===== config.mk =====
export PLATFORM = sky130hd
export DESIGN_NAME = itm_ide_channel_timing
export DESIGN_NICKNAME = d
export VERILOG_FILES = /design/src/common/itm_pkg.sv /design/src/rtl/itm_ide_channel_timing.sv /design/src/rtl/itm_strobe_seq.sv
export SDC_FILE = /design/constraint.sdc
export NUM_CORES = 1
export LEC_CHECK = 0
export BUFFER_PORTS_ARGS = -buffer_cell sky130_fd_sc_hd__buf_4
export CORE_MARGIN = 2
export CORE_UTILIZATION = 55
export DETAILED_ROUTE_END_ITERATION = 10
export PLACE_DENSITY_LB_ADDON = 0.12
export SETUP_SLACK_MARGIN = 0.15
export SYNTH_ARGS = -nofsm -noshare
export SYNTH_HDL_FRONTEND = slang
export SYNTH_HIERARCHICAL = 1
export SYNTH_SLANG_ARGS = --single-unit

===== constraint.sdc =====
create_clock -name clock -period 2.75 [get_ports clock]
set_input_delay 0.55 -clock clock [delete_from_list [all_inputs] [get_ports clock]]
set_output_delay 0.55 -clock clock [all_outputs]
set_load 0.005 [all_outputs]

===== src/common/itm_pkg.sv =====
/*
 * constants for the ide channel timing block: config offsets, field
 * positions, reset values, cycle counts and the code-to-clocks decoders.
 * assumes nothing of its surroundings.
 */
package itm_pkg;
    // config space offsets (byte addresses)
    localparam logic [7:0]  PRI_TIMING_OFS  = 8'h40;
    localparam logic [7:0]  SEC_TIMING_OFS  = 8'h42;
    localparam logic [7:0]  DRV1_TIMING_OFS = 8'h44;
    // reset values
    localparam logic [15:0] TIMING_RESET    = 16'h0000;
    localparam logic [7:0]  DRV1_RESET      = 8'h00;
    // bits 11:10 are reserved and read as zero
    localparam logic [15:0] TIMING_WR_MASK  = 16'hf3ff;
    // channel timing field positions
    localparam int DECODE_EN_BIT   = 15;
    localparam int SEP_SELECT_BIT  = 14;
    localparam int SAMPLE_LO       = 12;
    localparam int RECOV_LO        = 8;
    localparam int D1_DMA_ONLY_BIT = 7;
    localparam int D1_POST_BIT     = 6;
    localparam int D1_RDY_EN_BIT   = 5;
    localparam int D1_BANK_BIT     = 4;
    localparam int D0_DMA_ONLY_BIT = 3;
    localparam int D0_POST_BIT     = 2;
    localparam int D0_RDY_EN_BIT   = 1;
    localparam int D0_BANK_BIT     = 0;
    // drive 1 timing register: 4 bits per channel, recovery low, sample high
    localparam int D1_FIELD_W      = 4;
    localparam int D1_SAMPLE_LO    = 2;
    // legacy i/o ports
    localparam logic [15:0] PRI_CMD_BASE = 16'h01f0;
    localparam logic [15:0] SEC_CMD_BASE = 16'h0170;
    localparam logic [15:0] PRI_CTL_PORT = 16'h03f6;
    localparam logic [15:0] SEC_CTL_PORT = 16'h0376;
    // cycle counts in clocks
    localparam logic [3:0]  SAMPLE_CLKS_SLOW = 4'h5;
    localparam logic [3:0]  SAMPLE_CLKS_FAST = 4'h3;
    localparam logic [3:0]  RECOV_CLKS_SLOW  = 4'h4;
    localparam logic [3:0]  COMPAT_SAMPLE    = 4'h8;
    localparam logic [3:0]  COMPAT_RECOV     = 4'h8;

    // 00=5, 01=4, 10=3; reserved 11 falls back to 3
    function automatic logic [3:0] sample_clks(input logic [1:0] code);
        return (code == 2'b11) ? SAMPLE_CLKS_FAST : SAMPLE_CLKS_SLOW - {2'b00, code};
    endfunction

    // 00=4, 01=3, 10=2, 11=1
    function automatic logic [3:0] recov_clks(input logic [1:0] code);
        return RECOV_CLKS_SLOW - {2'b00, code};
    endfunction
endpackage


===== src/rtl/itm_ide_channel_timing.sv =====
/*
 * per-channel ide cable timing control: two channel timing registers,
 * the drive 1 timing register, legacy i/o decode and two strobe sequencers.
 * assumes config accesses and i/o decode requests come from logic on the
 * same clock; iordy comes straight from the cable pins.
 */
// Functional notes
// - decode enable claims command block and control port of the channel
// - per-channel disable inputs stop legacy decode even when enabled
// - separate select clear: shared sample and recovery fields serve both drives
// - separate select set: drive 1 takes its fields from drive 1 register
// - first iordy sample 5, 4 or 3 clocks after strobe; code 11 reserved
// - recovery of 4, 3, 2 or 1 clocks before the next strobe
// - drive 1 dma-only bit gives fast dma, compatible pio
// - drive 0 dma-only bit gives fast dma, compatible pio
// - drive 1 post bit enables prefetch and posting on data port
// - drive 0 post bit enables prefetch and posting on data port
// - drive 1 iordy sampled only when its ready enable is set
// - drive 0 iordy sampled only when its ready enable is set
// - drive 1 data port: compatible, shared fields, or drive 1 register
// - drive 0 data port: compatible, or shared sample and recovery fields
// - one 16-bit timing register per channel, reset to zero
// - drive 1 register holds sample and recovery codes per channel
`timescale 1ns/1ps
module itm_ide_channel_timing #(
    parameter int CHANNELS = 2
) (
    input  wire logic                clock,
    input  wire logic                reset,
    input  wire logic [7:0]          cfg_addr,
    input  wire logic                cfg_wr,
    input  wire logic                cfg_rd,
    input  wire logic [1:0]          cfg_be,
    input  wire logic [15:0]         cfg_wdata,
    output logic      [15:0]         cfg_rdata,
    input  wire logic                primary_decode_disable,
    input  wire logic                secondary_decode_disable,
    input  wire logic                io_valid,
    input  wire logic [15:0]         io_addr,
    output logic                     io_claim,
    output logic                     io_claim_secondary,
    input  wire logic [CHANNELS-1:0] req_valid,
    input  wire logic [CHANNELS-1:0] req_drive,
    input  wire logic [CHANNELS-1:0] req_dma,
    input  wire logic [CHANNELS-1:0] req_data_port,
    output logic      [CHANNELS-1:0] req_ready,
    input  wire logic [CHANNELS-1:0] iordy,
    output logic      [CHANNELS-1:0] cable_strobe,
    output logic      [CHANNELS-1:0] cycle_done,
    output logic      [CHANNELS-1:0] cycle_prefetch_post
);
    ////////////////////////////////////////////////////////////////////////
    // register state

    logic [15:0] chan_timing [CHANNELS];
    logic [7:0]  drive1_timing_register;
    logic        cfg_pri_hit;
    logic        cfg_sec_hit;
    logic        cfg_d1_hit;

    // word-aligned decode, so bit 0 of the address is ignored
    assign cfg_pri_hit = cfg_addr[7:1] == itm_pkg::PRI_TIMING_OFS[7:1];
    assign cfg_sec_hit = cfg_addr[7:1] == itm_pkg::SEC_TIMING_OFS[7:1];
    assign cfg_d1_hit  = cfg_addr[7:1] == itm_pkg::DRV1_TIMING_OFS[7:1];

    // channel timing registers, byte-lane writes, reserved bits held zero
    always_ff @(posedge clock) begin
        if (reset) begin
            for (int c = 0; c < CHANNELS; c++) begin
                chan_timing[c] <= itm_pkg::TIMING_RESET;
            end
        end else begin
            for (int c = 0; c < CHANNELS; c++) begin
                if (cfg_wr && (c == 0 ? cfg_pri_hit : cfg_sec_hit)) begin
                    if (cfg_be[0]) begin
                        chan_timing[c][7:0] <= cfg_wdata[7:0];
                    end
                    if (cfg_be[1]) begin
                        chan_timing[c][15:8] <= cfg_wdata[15:8] & itm_pkg::TIMING_WR_MASK[15:8];
                    end
                end
            end
        end
    end

    // drive 1 timing register is a single byte on the low lane
    always_ff @(posedge clock) begin
        if (reset) begin
            drive1_timing_register <= itm_pkg::DRV1_RESET;
        end else if (cfg_wr && cfg_d1_hit && cfg_be[0]) begin
            drive1_timing_register <= cfg_wdata[7:0];
        end
    end

    // read data one clock after cfg_rd; unmapped offsets read zero
    always_ff @(posedge clock) begin
        if (reset) begin
            cfg_rdata <= 16'h0000;
        end else if (cfg_rd && cfg_pri_hit) begin
            cfg_rdata <= chan_timing[0];
        end else if (cfg_rd && cfg_sec_hit) begin
            cfg_rdata <= chan_timing[CHANNELS-1];
        end else if (cfg_rd && cfg_d1_hit) begin
            cfg_rdata <= {8'h00, drive1_timing_register};
        end else begin
            cfg_rdata <= 16'h0000;
        end
    end

    ////////////////////////////////////////////////////////////////////////
    // legacy i/o decode

    logic pri_decode;
    logic sec_decode;
    logic pri_match;
    logic sec_match;

    // disables win over the enable so an external controller can own a range
    assign pri_decode = chan_timing[0][itm_pkg::DECODE_EN_BIT] && !primary_decode_disable;
    assign sec_decode = chan_timing[CHANNELS-1][itm_pkg::DECODE_EN_BIT] && !secondary_decode_disable;
    assign pri_match  = io_addr[15:3] == itm_pkg::PRI_CMD_BASE[15:3] || io_addr == itm_pkg::PRI_CTL_PORT;
    assign sec_match  = io_addr[15:3] == itm_pkg::SEC_CMD_BASE[15:3] || io_addr == itm_pkg::SEC_CTL_PORT;

    // claim is registered, one clock after io_valid
    always_ff @(posedge clock) begin
        if (reset) begin
            io_claim           <= 1'b0;
            io_claim_secondary <= 1'b0;
        end else begin
            io_claim           <= io_valid && ((pri_decode && pri_match) || (sec_decode && sec_match));
            io_claim_secondary <= io_valid && sec_decode && sec_match;
        end
    end

    ////////////////////////////////////////////////////////////////////////
    // per-channel profile selection and strobe sequencing

    logic [3:0] sel_sample [CHANNELS];
    logic [3:0] sel_recov  [CHANNELS];
    logic       sel_fast   [CHANNELS];
    logic       sel_post   [CHANNELS];
    logic       sel_rdy_en [CHANNELS];
    logic       seq_start  [CHANNELS];

    for (genvar ch = 0; ch < CHANNELS; ch++) begin : g_chan
        logic [15:0] tim;
        logic [3:0]  d1_field;
        logic        drv1;
        logic        bank;
        logic        dma_only;
        logic        use_d1;
        logic [1:0]  sample_code;
        logic [1:0]  recov_code;

        assign tim      = chan_timing[ch];
        assign d1_field = drive1_timing_register[ch*itm_pkg::D1_FIELD_W +: itm_pkg::D1_FIELD_W];
        assign drv1     = req_drive[ch];

        // per-drive bits picked by the requested drive
        assign bank       = drv1 ? tim[itm_pkg::D1_BANK_BIT] : tim[itm_pkg::D0_BANK_BIT];
        assign dma_only   = drv1 ? tim[itm_pkg::D1_DMA_ONLY_BIT] : tim[itm_pkg::D0_DMA_ONLY_BIT];
        assign sel_rdy_en[ch] = drv1 ? tim[itm_pkg::D1_RDY_EN_BIT]
                                     : tim[itm_pkg::D0_RDY_EN_BIT];

        // dma-only bit keeps pio at compatible timing but speeds up dma
        always_comb begin
            if (req_dma[ch]) begin
                sel_fast[ch] = bank || dma_only;
            end else begin
                sel_fast[ch] = req_data_port[ch] && bank && !dma_only;
            end
        end

        // drive 1 borrows the separate register only when selected
        assign use_d1      = drv1 && tim[itm_pkg::SEP_SELECT_BIT];
        assign sample_code = use_d1 ? d1_field[itm_pkg::D1_SAMPLE_LO +: 2] : tim[itm_pkg::SAMPLE_LO +: 2];
        assign recov_code  = use_d1 ? d1_field[1:0] : tim[itm_pkg::RECOV_LO +: 2];

        // compatible profile is slower than any fast code
        assign sel_sample[ch] = sel_fast[ch] ? itm_pkg::sample_clks(sample_code)
                                             : itm_pkg::COMPAT_SAMPLE;
        assign sel_recov[ch]  = sel_fast[ch] ? itm_pkg::recov_clks(recov_code)
                                             : itm_pkg::COMPAT_RECOV;

        // posting only applies to pio data port cycles
        assign sel_post[ch] = req_data_port[ch] && !req_dma[ch]
                              && (drv1 ? tim[itm_pkg::D1_POST_BIT] : tim[itm_pkg::D0_POST_BIT]);

        assign seq_start[ch] = req_valid[ch] && req_ready[ch];

        // prefetch/post flag held for the whole cycle
        always_ff @(posedge clock) begin
            if (reset) begin
                cycle_prefetch_post[ch] <= 1'b0;
            end else if (seq_start[ch]) begin
                cycle_prefetch_post[ch] <= sel_post[ch];
            end
        end

        itm_strobe_seq u_seq (
            .clock       (clock),
            .reset       (reset),
            .start       (seq_start[ch]),
            .sample_clks (sel_sample[ch]),
            .recov_clks  (sel_recov[ch]),
            .ready_en    (sel_rdy_en[ch]),
            .iordy_pin   (iordy[ch]),
            .ready       (req_ready[ch]),
            .strobe      (cable_strobe[ch]),
            .done        (cycle_done[ch])
        );

    end
endmodule


===== src/rtl/itm_strobe_seq.sv =====
/*
 * one channel's cable strobe sequencer: strobe, iordy sample, recovery.
 * assumes counts of at least one and a raw iordy pin from the cable.
 */
`timescale 1ns/1ps
module itm_strobe_seq (
    input  wire logic       clock,
    input  wire logic       reset,
    input  wire logic       start,
    input  wire logic [3:0] sample_clks,
    input  wire logic [3:0] recov_clks,
    input  wire logic       ready_en,
    input  wire logic       iordy_pin,
    output logic            ready,
    output logic            strobe,
    output logic            done
);
    typedef enum logic [1:0] {
        ITM_IDLE    = 2'b00,
        ITM_STROBE  = 2'b01,
        ITM_RECOVER = 2'b10
    } itm_seq_state_t;

    itm_seq_state_t state;
    logic [3:0]     cnt;
    logic [3:0]     recov_hold;
    logic           rdy_en_hold;
    logic           iordy_meta;
    logic           iordy_sync;

    // pin crosses in through two flops
    always_ff @(posedge clock) begin
        iordy_meta <= iordy_pin;
        iordy_sync <= iordy_meta;
    end

    ////////////////////////////////////////////////////////////////////////
    // strobe, sample and recovery; the drive may stretch via iordy
    always_ff @(posedge clock) begin
        if (reset) begin
            state  <= ITM_IDLE;
            cnt    <= 4'h0;
            recov_hold  <= 4'h0;
            rdy_en_hold <= 1'b0;
            ready  <= 1'b1;
            strobe <= 1'b0;
            done   <= 1'b0;
        end else begin
            done <= 1'b0;
            unique case (state)
                ITM_IDLE: begin
                    if (start) begin
                        strobe <= 1'b1;
                        ready  <= 1'b0;
                        cnt    <= sample_clks - 4'h1;
                        // profile frozen at take; inputs may move mid-cycle
                        recov_hold  <= recov_clks;
                        rdy_en_hold <= ready_en;
                        state  <= ITM_STROBE;
                    end
                end
                ITM_STROBE: begin
                    if (cnt != 4'h0) begin
                        cnt <= cnt - 4'h1;
                    end else if (!rdy_en_hold || iordy_sync) begin
                        strobe <= 1'b0;
                        done   <= 1'b1;
                        cnt    <= recov_hold - 4'h1;
                        state  <= ITM_RECOVER;
                    end
                end
                ITM_RECOVER: begin
                    if (cnt != 4'h0) begin
                        cnt <= cnt - 4'h1;
                    end else begin
                        ready <= 1'b1;
                        state <= ITM_IDLE;
                    end
                end
                default: state <= ITM_IDLE;
            endcase
        end
    end

    ////////////////////////////////////////////////////////////////////////
    // helper counts for the checks below
    logic [3:0] hi_len;
    logic [3:0] lo_len;
    logic [3:0] want_sample;
    logic [3:0] want_recov;
    logic       want_rdy;
    always_ff @(posedge clock) begin
        if (reset) begin
            hi_len      <= 4'h0;
            lo_len      <= 4'hf;
            want_sample <= 4'h0;
            want_recov  <= 4'h0;
            want_rdy    <= 1'b0;
        end else begin
            hi_len <= strobe ? hi_len + 4'h1 : 4'h0;
            lo_len <= strobe ? 4'h0 : (lo_len == 4'hf ? lo_len : lo_len + 4'h1);
            if (start && ready) begin
                want_sample <= sample_clks;
                want_recov  <= recov_clks;
                want_rdy    <= ready_en;
            end
        end
    end
endmodule


==> results of run 1 <==
power by group:
group	internal [mW]	switching (mW)	total [mW]
Combinational	0.666	0.819	1.48
Clock	0.431	0.497	0.928
Sequential	1.46	0.145	1.60
cell type report:
cell class	count	area [um2]
Fill cell	679	2720
Tap cell	105	131
Clock buffer	9	124
Sequential cell	86	2000
Timing Repair Buffer	85	638
Clock inverter	7	80.1
Multi-Input combinational cell	342	2380
Inverter	37	139
logic make-up after synthesis:
group           Yosys count  synth area share (%)
simple gates            185                  22.4
flops                    86                  43.1
compound gates           81                  11.9
buf+inv                  62                  5.73
mux                      42                  9.20
fa+ha+maj                20                  5.38
xor+xnor                 12                  2.26
other cells               1                0.0807
critical path, delay by kind of cell, from the launching register on:
family | cells | cell delay [ns]
AO/OA/AOI/OAI | 1 | 0.23
XOR/XNOR | 1 | 0.15
adder cells (fa/ha/maj) | 1 | 0.23
buffers and inverters | 1 | 0.11
flip-flops | 1 | 0.43
multiplexers | 2 | 0.49
AND/OR/NAND/NOR | 2 | 0.60
sequential cells by signal (all words and copies together), names as in the netlist, 4 cells and up:
signal and cells:
drive1_timing_register 8, cfg_rdata 14, g_chan.u_seq/cnt 8, g_chan.u_seq/state 4, chan_timing 28, g_chan.u_seq/recov_hold 8
layer usage:
| layer | vias up | wire, um | track usage [%] | part of all wire, % |
|---|---|---|---|---|
| met5 | - | 0 | 0 | 0 |
| met4 | 0 | 194 | 10.5 | 1.9 |
| met3 | 17 | 633 | 3.99 | 6.1 |
| met2 | 99 | 4950 | 39.3 | 48 |
| met1 | 1770 | 4630 | 30.8 | 44 |
| li1 | 1872 | - | - | - |
synthesized netlist by cell type, drive strengths merged, types with 7 or more instances:
master	n
nand2b	26
clkbuf	12
dfxtp	58
nor2	29
nor3b	12
buf	13
mux2i	36
a2bb2oi	8
edfxtp	28
nand3	18
ha	20
inv	37
nand2	32
a21oi	33
o21ai	7
nor3	31
metrics by stage:
step                      worst slack [ns]  util [%]  cells  area [um2]  total power, mW
after floorplan                      0.677         -    490        4650             2.75
after global routing                 0.222      66.9    671        5500             4.27
final                                0.408      66.9    671        5500             4.01
after global placement               0.378      64.4    655        5300             3.07
after detailed placement             0.290      64.4    655        5300             3.10
after CTS                            0.436      66.9    671        5500             4.02
worst paths after layout:
| path | end | slack (ns) |
|---|---|---|
| hold / removal | g_chan[0].u_seq/iordy_meta$_DFF_P_ | 0.28 |
| setup reg to reg | g_chan[1].u_seq/cnt[2]$_SDFFE_PP0P_ | 0.41 |
| hold reg to reg | g_chan[0].u_seq/iordy_sync$_DFF_P_ | 0.33 |
| setup / recovery | g_chan[1].u_seq/cnt[2]$_SDFFE_PP0P_ | 0.41 |
==> flow_metrics.tcl, run 1 <==
set metrics [dict create \
    status "finished, final reports clean" \
    row_count 33 \
    drive_above_1_share_pct 21.2 \
    avgRoutedWirePerCell_um 15.5 \
    route.detailed.drc 0 \
    grt_pass1_vias 3631 \
    hold_depth 1 \
    clock-root-buffer "clkbuf_8" \
    async_reset_ff_share_pct 0 \
    max-vdd-ir-drop_v 0.000514 \
    grt_max_degree 33 \
    die-area_mm2 0.00921 \
    yosys_warnings 6 \
    fin_skew_ns 0.0130 \
    fin_nets 640 \
    crit_chain "mux2i_1 -> mux2_2 -> nor4_1 -> inv_1 -> ha_1 -> xor2_1 -> nor2_1 -> o41ai_1" \
    r2r_cells 8 \
    critPathCaptureType "flip-flop" \
    tritoncts "built" \
    hold_path.class "in2reg" \
    grt_pass1_wl_mm 16.8 \
    clkSinkCount 86 \
    final_common_cell "buf_4" \
    period_needed_ns 2.34 \
    gp_congestion 0.868 \
    finalSetupViolations 0 \
    overflow 0 \
    path_class "reg2reg" \
    leakagePower_nw 2.24 \
    antenna_found_initial 0 \
    drt-total-wl_mm 10.4 \
    min-delay-start "iordy[0]" \
    clockBufferDepth 2 \
    ctsHtreeMaxLevel 3 \
    cts_buffers 9 \
    synthCells 489 \
    cp_max_fo 7 \
    initialDrtViolationCount 179 \
    clk_latency_ns 0.37 \
    syn_area_per_cell_um2 9.51 \
    cts-resized-gates 0 \
    synth_top_area_cell "dfxtp_1" \
    slew_violations 0 \
    synth_area_leaders "dfxtp_1 25%, edfxtp_1 18%, mux2i_1 7.8%" \
    maxCapViolCount 0 \
    hold_buffers 0 \
    critPathMaxStageDelay_ns 0.55 \
    critPathArrivalTime_ns 2.61 \
    cts_setup_buffers 0 \
    synth_edf_count 28 \
    r2r-start "chan_timing[1][7]$_DFFE_PP_" \
    areaGrowthSynthToFinish_pct 18.3 \
    clkTransAtPathRegs_ns 0.10 \
    hold_slack_ns 0.285 \
    netlist_area_mm2 0.00465 \
    synth_cell_types 51 \
    dpl.hpwl_mm 7.75 \
    synth_top_cell_area_share_pct 25.0 \
    worst_pin_slew_ns 0.970 \
    dieHeight_um 95.9 \
    synth-seq-area-share_pct 43.1 \
    ys_ff_latch 86 \
    numPortBuffers 79 \
    drtAntennaViolNets 0 \
    fmax_ghz 0.427 \
    start_util_pct 56.6 \
    layout_common_cells "85 x buf_4, 58 x dfxtp_1, 37 x inv_1" \
    coreArea_mm2 0.00822 \
    required_ns 3.02 \
    n_antenna_cell 0 \
    vias_per_cell 5.60 \
    setup.worst_path.start_class "flip-flop" \
    power.density_mw_per_mm2 730 \
    timing.slew.headroom_pct 34.7 \
    period_share_pct 85.2 \
    crit_path_start "chan_timing[1][7]$_DFFE_PP_" \
    grt_use_total_pct 23.8 \
    via_count 3758 \
    pin_count 85 \
    fin_setup_tns_ns 0 \
    synth_ff_type "dfxtp_1" \
    rsz0062_at_grt "false" \
    die_w_um 95.9 \
    firstDrtPassIters 4 \
    hold_viol 0 \
    cp_slowest_cell "nor4_1" \
]
No activity file was read; power rests on OpenSTA's default activity.
==> inputs of run 2 (changes only) <==
--- a/config.mk
+++ b/config.mk
@@ -6,6 +6,7 @@
 export NUM_CORES = 1
 export LEC_CHECK = 0
 export BUFFER_PORTS_ARGS = -buffer_cell sky130_fd_sc_hd__buf_4
+export CORE_ASPECT_RATIO = 1.1
 export CORE_MARGIN = 2
 export CORE_UTILIZATION = 55
 export DETAILED_ROUTE_END_ITERATION = 10
==> run 2 against run 1 <==
Effect of this change: die area barely moved; sequential power hardly changed; flip-flop and latch count unchanged; via count shrank 0.64%; critical endpoint is now g_chan[1].u_seq/cnt[1]$_SDFFE_PP0P_; hold slack improved by 0.0017 ns; largest power group unchanged.
==> flow_metrics.tcl, run 2 (synthesis gave the netlist of run 1 again) <==
set metrics [dict create \
    fin_setup_tns_ns 0 \
    path_depth 8 \
    period_share_pct 83.3 \
    initialDrtViolationCount 192 \
    clkSinkCount 86 \
    timing.slew.headroom_pct 55.1 \
    pwr-share-comb_pct 36.8 \
    grt_use_total_pct 24.3 \
    period_needed_ns 2.29 \
    dieHeight_um 100 \
    tritoncts "built" \
    clkPwrFrac_pct 23.7 \
    hold_viol 0 \
    antenna_found_initial 0 \
    finalSetupViolations 0 \
    layout_common_cells "84 x buf_4, 58 x dfxtp_1, 37 x inv_1" \
    critPathArrivalTime_ns 2.56 \
    crit_path_start "chan_timing[1][3]$_DFFE_PP_" \
    stdcell_area_mm2 0.00551 \
    cp_max_fo 7 \
    numPortBuffers 79 \
    fmax_ghz 0.437 \
    avgRoutedWirePerCell_um 15.6 \
    critPathMaxStageDelay_ns 0.50 \
    overflow 0 \
    clock-root-buffer "clkbuf_8" \
    cts_setup_buffers 0 \
    setup.worst_path.start_class "flip-flop" \
    crit_buf_inv 1 \
    grt_pass1_vias 3664 \
    dpl.hpwl_mm 7.71 \
    grt_pass1_wl_mm 17.7 \
    route.detailed.drc 0 \
    path_class "reg2reg" \
    crit_end "g_chan[1].u_seq/cnt[1]$_SDFFE_PP0P_" \
    clk_latency_ns 0.37 \
    p_sw_mw 1.45 \
    vias_per_cell 5.52 \
    pwr-share-seq_pct 39.5 \
    row_count 35 \
    areaGrowthSynthToFinish_pct 18.6 \
    start_util_pct 56.2 \
    n_antenna_cell 0 \
    drive_above_1_share_pct 21.1 \
    placed_area_mm2 0.00530 \
    r2r_cells 8 \
    grt_max_degree 63 \
    largest_reg_flops 28 \
    cts_buffers 9 \
    hold_buffers 0 \
    firstDrtPassIters 5 \
    via_count 3734 \
    ctsHtreeMaxLevel 3 \
    fin_skew_ns 0.0142 \
    critPathCaptureType "flip-flop" \
    gp_congestion 0.859 \
    die_w_um 91.7 \
    worst_pin_slew_ns 0.672 \
    regMostFlops "chan_timing" \
    ff2ff_setup_slack_ns 0.46 \
    final_common_cell "buf_4" \
    netSwitchingFraction_pct 35.8 \
    slew_violations 0 \
    status "finished, final reports clean" \
    cp_slowest_cell "nor4_1" \
    crit_chain "mux2i_1 -> mux2_2 -> nor4_1 -> inv_1 -> ha_1 -> a21oi_1 -> nand3_1 -> o32ai_1" \
    die-area_mm2 0.00921 \
    worst_r2r_endpoint "g_chan[1].u_seq/cnt[1]$_SDFFE_PP0P_" \
    max-vdd-ir-drop_v 0.000463 \
    clockBufferDepth 2 \
    drt-total-wl_mm 10.6 \
    drtAntennaViolNets 0 \
    reg_top3 "chan_timing x28, cfg_rdata x14" \
    cts-resized-gates 0 \
    r2r-start "chan_timing[1][3]$_DFFE_PP_" \
    coreArea_mm2 0.00828 \
    power.density_mw_per_mm2 734 \
    leakagePower_nw 2.25 \
    rsz0062_at_grt "false" \
    hold_path.class "in2reg" \
    pin_count 85 \
    maxCapViolCount 0 \
    clkTransAtPathRegs_ns 0.09 \
    hold_slack_ns 0.287 \
    critPathTopFamily "simple AND/OR/NAND/NOR gates" \
    required_ns 3.02 \
    fin_nets 639 \
    p_int_mw 2.60 \
]
run 2: cell count changes in the layout (fill, tap and decap cells not counted):
cell        change
buf_4           -1
clkbuf_16       +1
clkinv_2        +1
clkinv_4        +2
inv_6           -3
clkinvlp_4      -1
run 2: worst min-delay path by stage:
stage	startpoint	to	cells after the start
after floorplan	g_chan[0].u_seq/iordy_meta$_DFF_P_	g_chan[0].u_seq/iordy_sync$_DFF_P_	0
after global placement	g_chan[0].u_seq/iordy_meta$_DFF_P_	g_chan[0].u_seq/iordy_sync$_DFF_P_	0
after detailed placement	g_chan[1].u_seq/iordy_meta$_DFF_P_	g_chan[1].u_seq/iordy_sync$_DFF_P_	0
after CTS	iordy[0]	g_chan[0].u_seq/iordy_meta$_DFF_P_	1
after global routing	iordy[1]	g_chan[1].u_seq/iordy_meta$_DFF_P_	1
final	iordy[0]	g_chan[0].u_seq/iordy_meta$_DFF_P_	1
run 2: area by class of cell:
class | instances | area, um2
inverters | 37 | 139
repair buffers | 84 | 631
flip-flops and latches | 86 | 2000
well taps | 111 | 139
clock buffers | 10 | 149
fillers | 676 | 2760
multi-input cells | 342 | 2380
clock inverters | 6 | 68.8
run 2: power groups by stage:
| stage | registers, mW | clock network, mW | logic, mW |
|---|---|---|---|
| floorplan | 1.58 | 0 | 1.17 |
| global placement | 1.62 | 0 | 1.46 |
| detailed placement | 1.63 | 0 | 1.48 |
| CTS | 1.60 | 0.980 | 1.49 |
| global route | 1.62 | 1.03 | 1.68 |
| finish | 1.60 | 0.961 | 1.49 |
run 2: per-stage QoR:
| step | power, mW | instances | setup slack [ns] | utilization (%) |
|---|---|---|---|---|
| 3_3_place_gp | 3.08 | 660 | 0.387 | 64.0 |
| 4_1_cts | 4.07 | 676 | 0.498 | 66.6 |
| 3_5_place_dp | 3.11 | 660 | 0.340 | 64.0 |
| 5_1_grt | 4.33 | 676 | 0.278 | 66.6 |
| 2_1_floorplan | 2.75 | 490 | 0.677 | - |
| 6_report | 4.05 | 676 | 0.459 | 66.6 |
run 2: layer usage:
layer / GRT usage, % / vias to the layer above / share of wire [%]
met5: 0 / - / 0
met4: 10.0 / 0 / 2.3
met3: 3.75 / 21 / 4.6
met2: 40.9 / 104 / 49
met1: 31.3 / 1741 / 44
li1: - / 1868 / -
==> inputs of run 3 (changes only) <==
==> constraint.sdc (replaced) <==
create_clock -name clock -period 2.2 [get_ports clock]
set_input_delay 0.44 -clock clock [delete_from_list [all_inputs] [get_ports clock]]
set_output_delay 0.44 -clock clock [all_outputs]
set_load 0.005 [all_outputs]
==> run 3 against run 2 <==
Effect of this change: cell count grew 1.6%; via count grew 2.0%; maximum frequency grew 14%; power grew 27%; first-iteration DRC count shrank 20%; largest cell class unchanged; largest power group unchanged; highest routed layer unchanged.
==> flow_metrics.tcl, run 3 (synthesis gave the netlist of run 1 again) <==
set metrics [dict create \
    clkSinkCount 86 \
    grt_use_total_pct 24.4 \
    setup.worst_path.start_class "flip-flop" \
    largest_reg_flops 28 \
    firstDrtPassIters 5 \
    gp_congestion 0.839 \
    period_share_pct 91.3 \
    n_antenna_cell 0 \
    initialDrtViolationCount 154 \
    coreArea_mm2 0.00828 \
    regMostFlops "chan_timing" \
    worst_pin_slew_ns 0.667 \
    critPathArrivalTime_ns 2.28 \
    rsz0062_at_grt "true" \
    reg_top3 "chan_timing x28, cfg_rdata x14" \
    leakagePower_nw 2.33 \
    timing.slew.headroom_pct 55.3 \
    clkTransAtPathRegs_ns 0.10 \
    row_count 35 \
    numPortBuffers 79 \
    post-place-ws_ns 0.0141 \
    dieHeight_um 100 \
    power.density_mw_per_mm2 897 \
    die_w_um 91.7 \
    ctsHtreeMaxLevel 3 \
    max-vdd-ir-drop_v 0.000684 \
    grt_pass1_wl_mm 17.9 \
    vias_per_cell 5.54 \
    fin_util_pct 69.2 \
    r2r-start "chan_timing[1][3]$_DFFE_PP_" \
    cp_max_fo 6 \
    hold_path.class "in2reg" \
    crit_path_start "chan_timing[1][3]$_DFFE_PP_" \
    final_common_cell "buf_4" \
    pin_count 85 \
    cts_buffers 9 \
    clockBufferDepth 2 \
    critPathCaptureType "flip-flop" \
    grt_pass1_vias 3746 \
    drt-total-wl_mm 11.2 \
    dpl.hpwl_mm 8.24 \
    fin_nets 650 \
    maxCapViolCount 0 \
    route.detailed.drc 0 \
    overflow 0 \
    required_ns 2.47 \
    via_count 3808 \
    start_util_pct 56.2 \
    layout_common_cells "94 x buf_4, 58 x dfxtp_1, 36 x inv_1" \
    slew_violations 0 \
    drtAntennaViolNets 0 \
    tritoncts "built" \
    drive_above_1_share_pct 25.9 \
    min-delay-start "iordy[1]" \
    path_class "reg2reg" \
    antenna_found_initial 0 \
    die-area_mm2 0.00921 \
    grt_max_degree 47 \
    fin_setup_tns_ns 0 \
    finalSetupViolations 0 \
    hold_slack_ns 0.176 \
    worst_slack_ns 0.191 \
    hold_viol 0 \
    status "finished, final reports clean" \
    fin_skew_ns 0.0152 \
    areaGrowthSynthToFinish_pct 23.2 \
    avgRoutedWirePerCell_um 16.2 \
    fmax_ghz 0.498 \
    period_needed_ns 2.01 \
    clock-root-buffer "clkbuf_8" \
    clk_latency_ns 0.37 \
]
[run 3: cell types whose count changed in the layout (fill, tap and decap cells not counted), sizes merged]
cell      delta
clkinv       -2
clkbuf       -1
bufinv       -1
clkinvlp     -1
inv          +5
buf         +11
[run 3: area by class of cell]
cell class	count	area, um2
repair buffers	95	717
flip-flops and latches	86	2000
clock buffers	9	124
clock inverters	7	81.3
fillers	656	2550
multi-input cells	342	2530
well taps	111	139
inverters	37	139
[run 3: worst paths after layout]
kind,depth (start not counted),slack (ns),to
worst max-delay path,7,0.19,g_chan[1].u_seq/cnt[3]$_SDFFE_PP0P_
worst min-delay path,1,0.18,g_chan[1].u_seq/iordy_meta$_DFF_P_
worst max register to register,7,0.19,g_chan[1].u_seq/cnt[3]$_SDFFE_PP0P_
worst min register to register,0,0.35,g_chan[0].u_seq/iordy_sync$_DFF_P_
[run 3: layer usage]
layer	wire length [um]	GRT usage, %
met5	0	0
met4	104	5.48
met3	546	4.58
met2	5750	42.6
met1	4750	31.6
[run 3: worst max-delay path: stages (launching register included)]
cell and delay, ns:
edfxtp_1 0.44, mux2i_1 0.15, mux2_4 0.30, buf_4 0.17
or2_2 0.32, xor2_1 0.23, a2bb2oi_2 0.08, a311oi_1 0.22
[run 3: power by group]
group	total, mW	switching, mW	leakage (nW)	internal [mW]
registers	2.00	0.180	0.739	1.82
clock network	1.14	0.684	0.104	0.458
logic	2.00	1.10	1.49	0.899
[run 3: repair_timing]
action                                  4_1_cts  5_1_grt
setup buffers                                 0        1
endpoints found under the hold margin         0        0
gates resized for setup                       3       23
endpoints found under the setup margin        6        6
pin swaps                                     0        7
hold buffers                                  0        0
[run 3: through the flow]
| stage | total power, mW | std cells | instance area [um2] |
|---|---|---|---|
| detailed placement | 3.93 | 670 | 5370 |
| global route | 5.48 | 687 | 5730 |
| floorplan | 3.44 | 490 | 4650 |
| finish | 5.14 | 687 | 5730 |
| CTS | 5.06 | 686 | 5590 |
| global placement | 3.88 | 670 | 5370 |
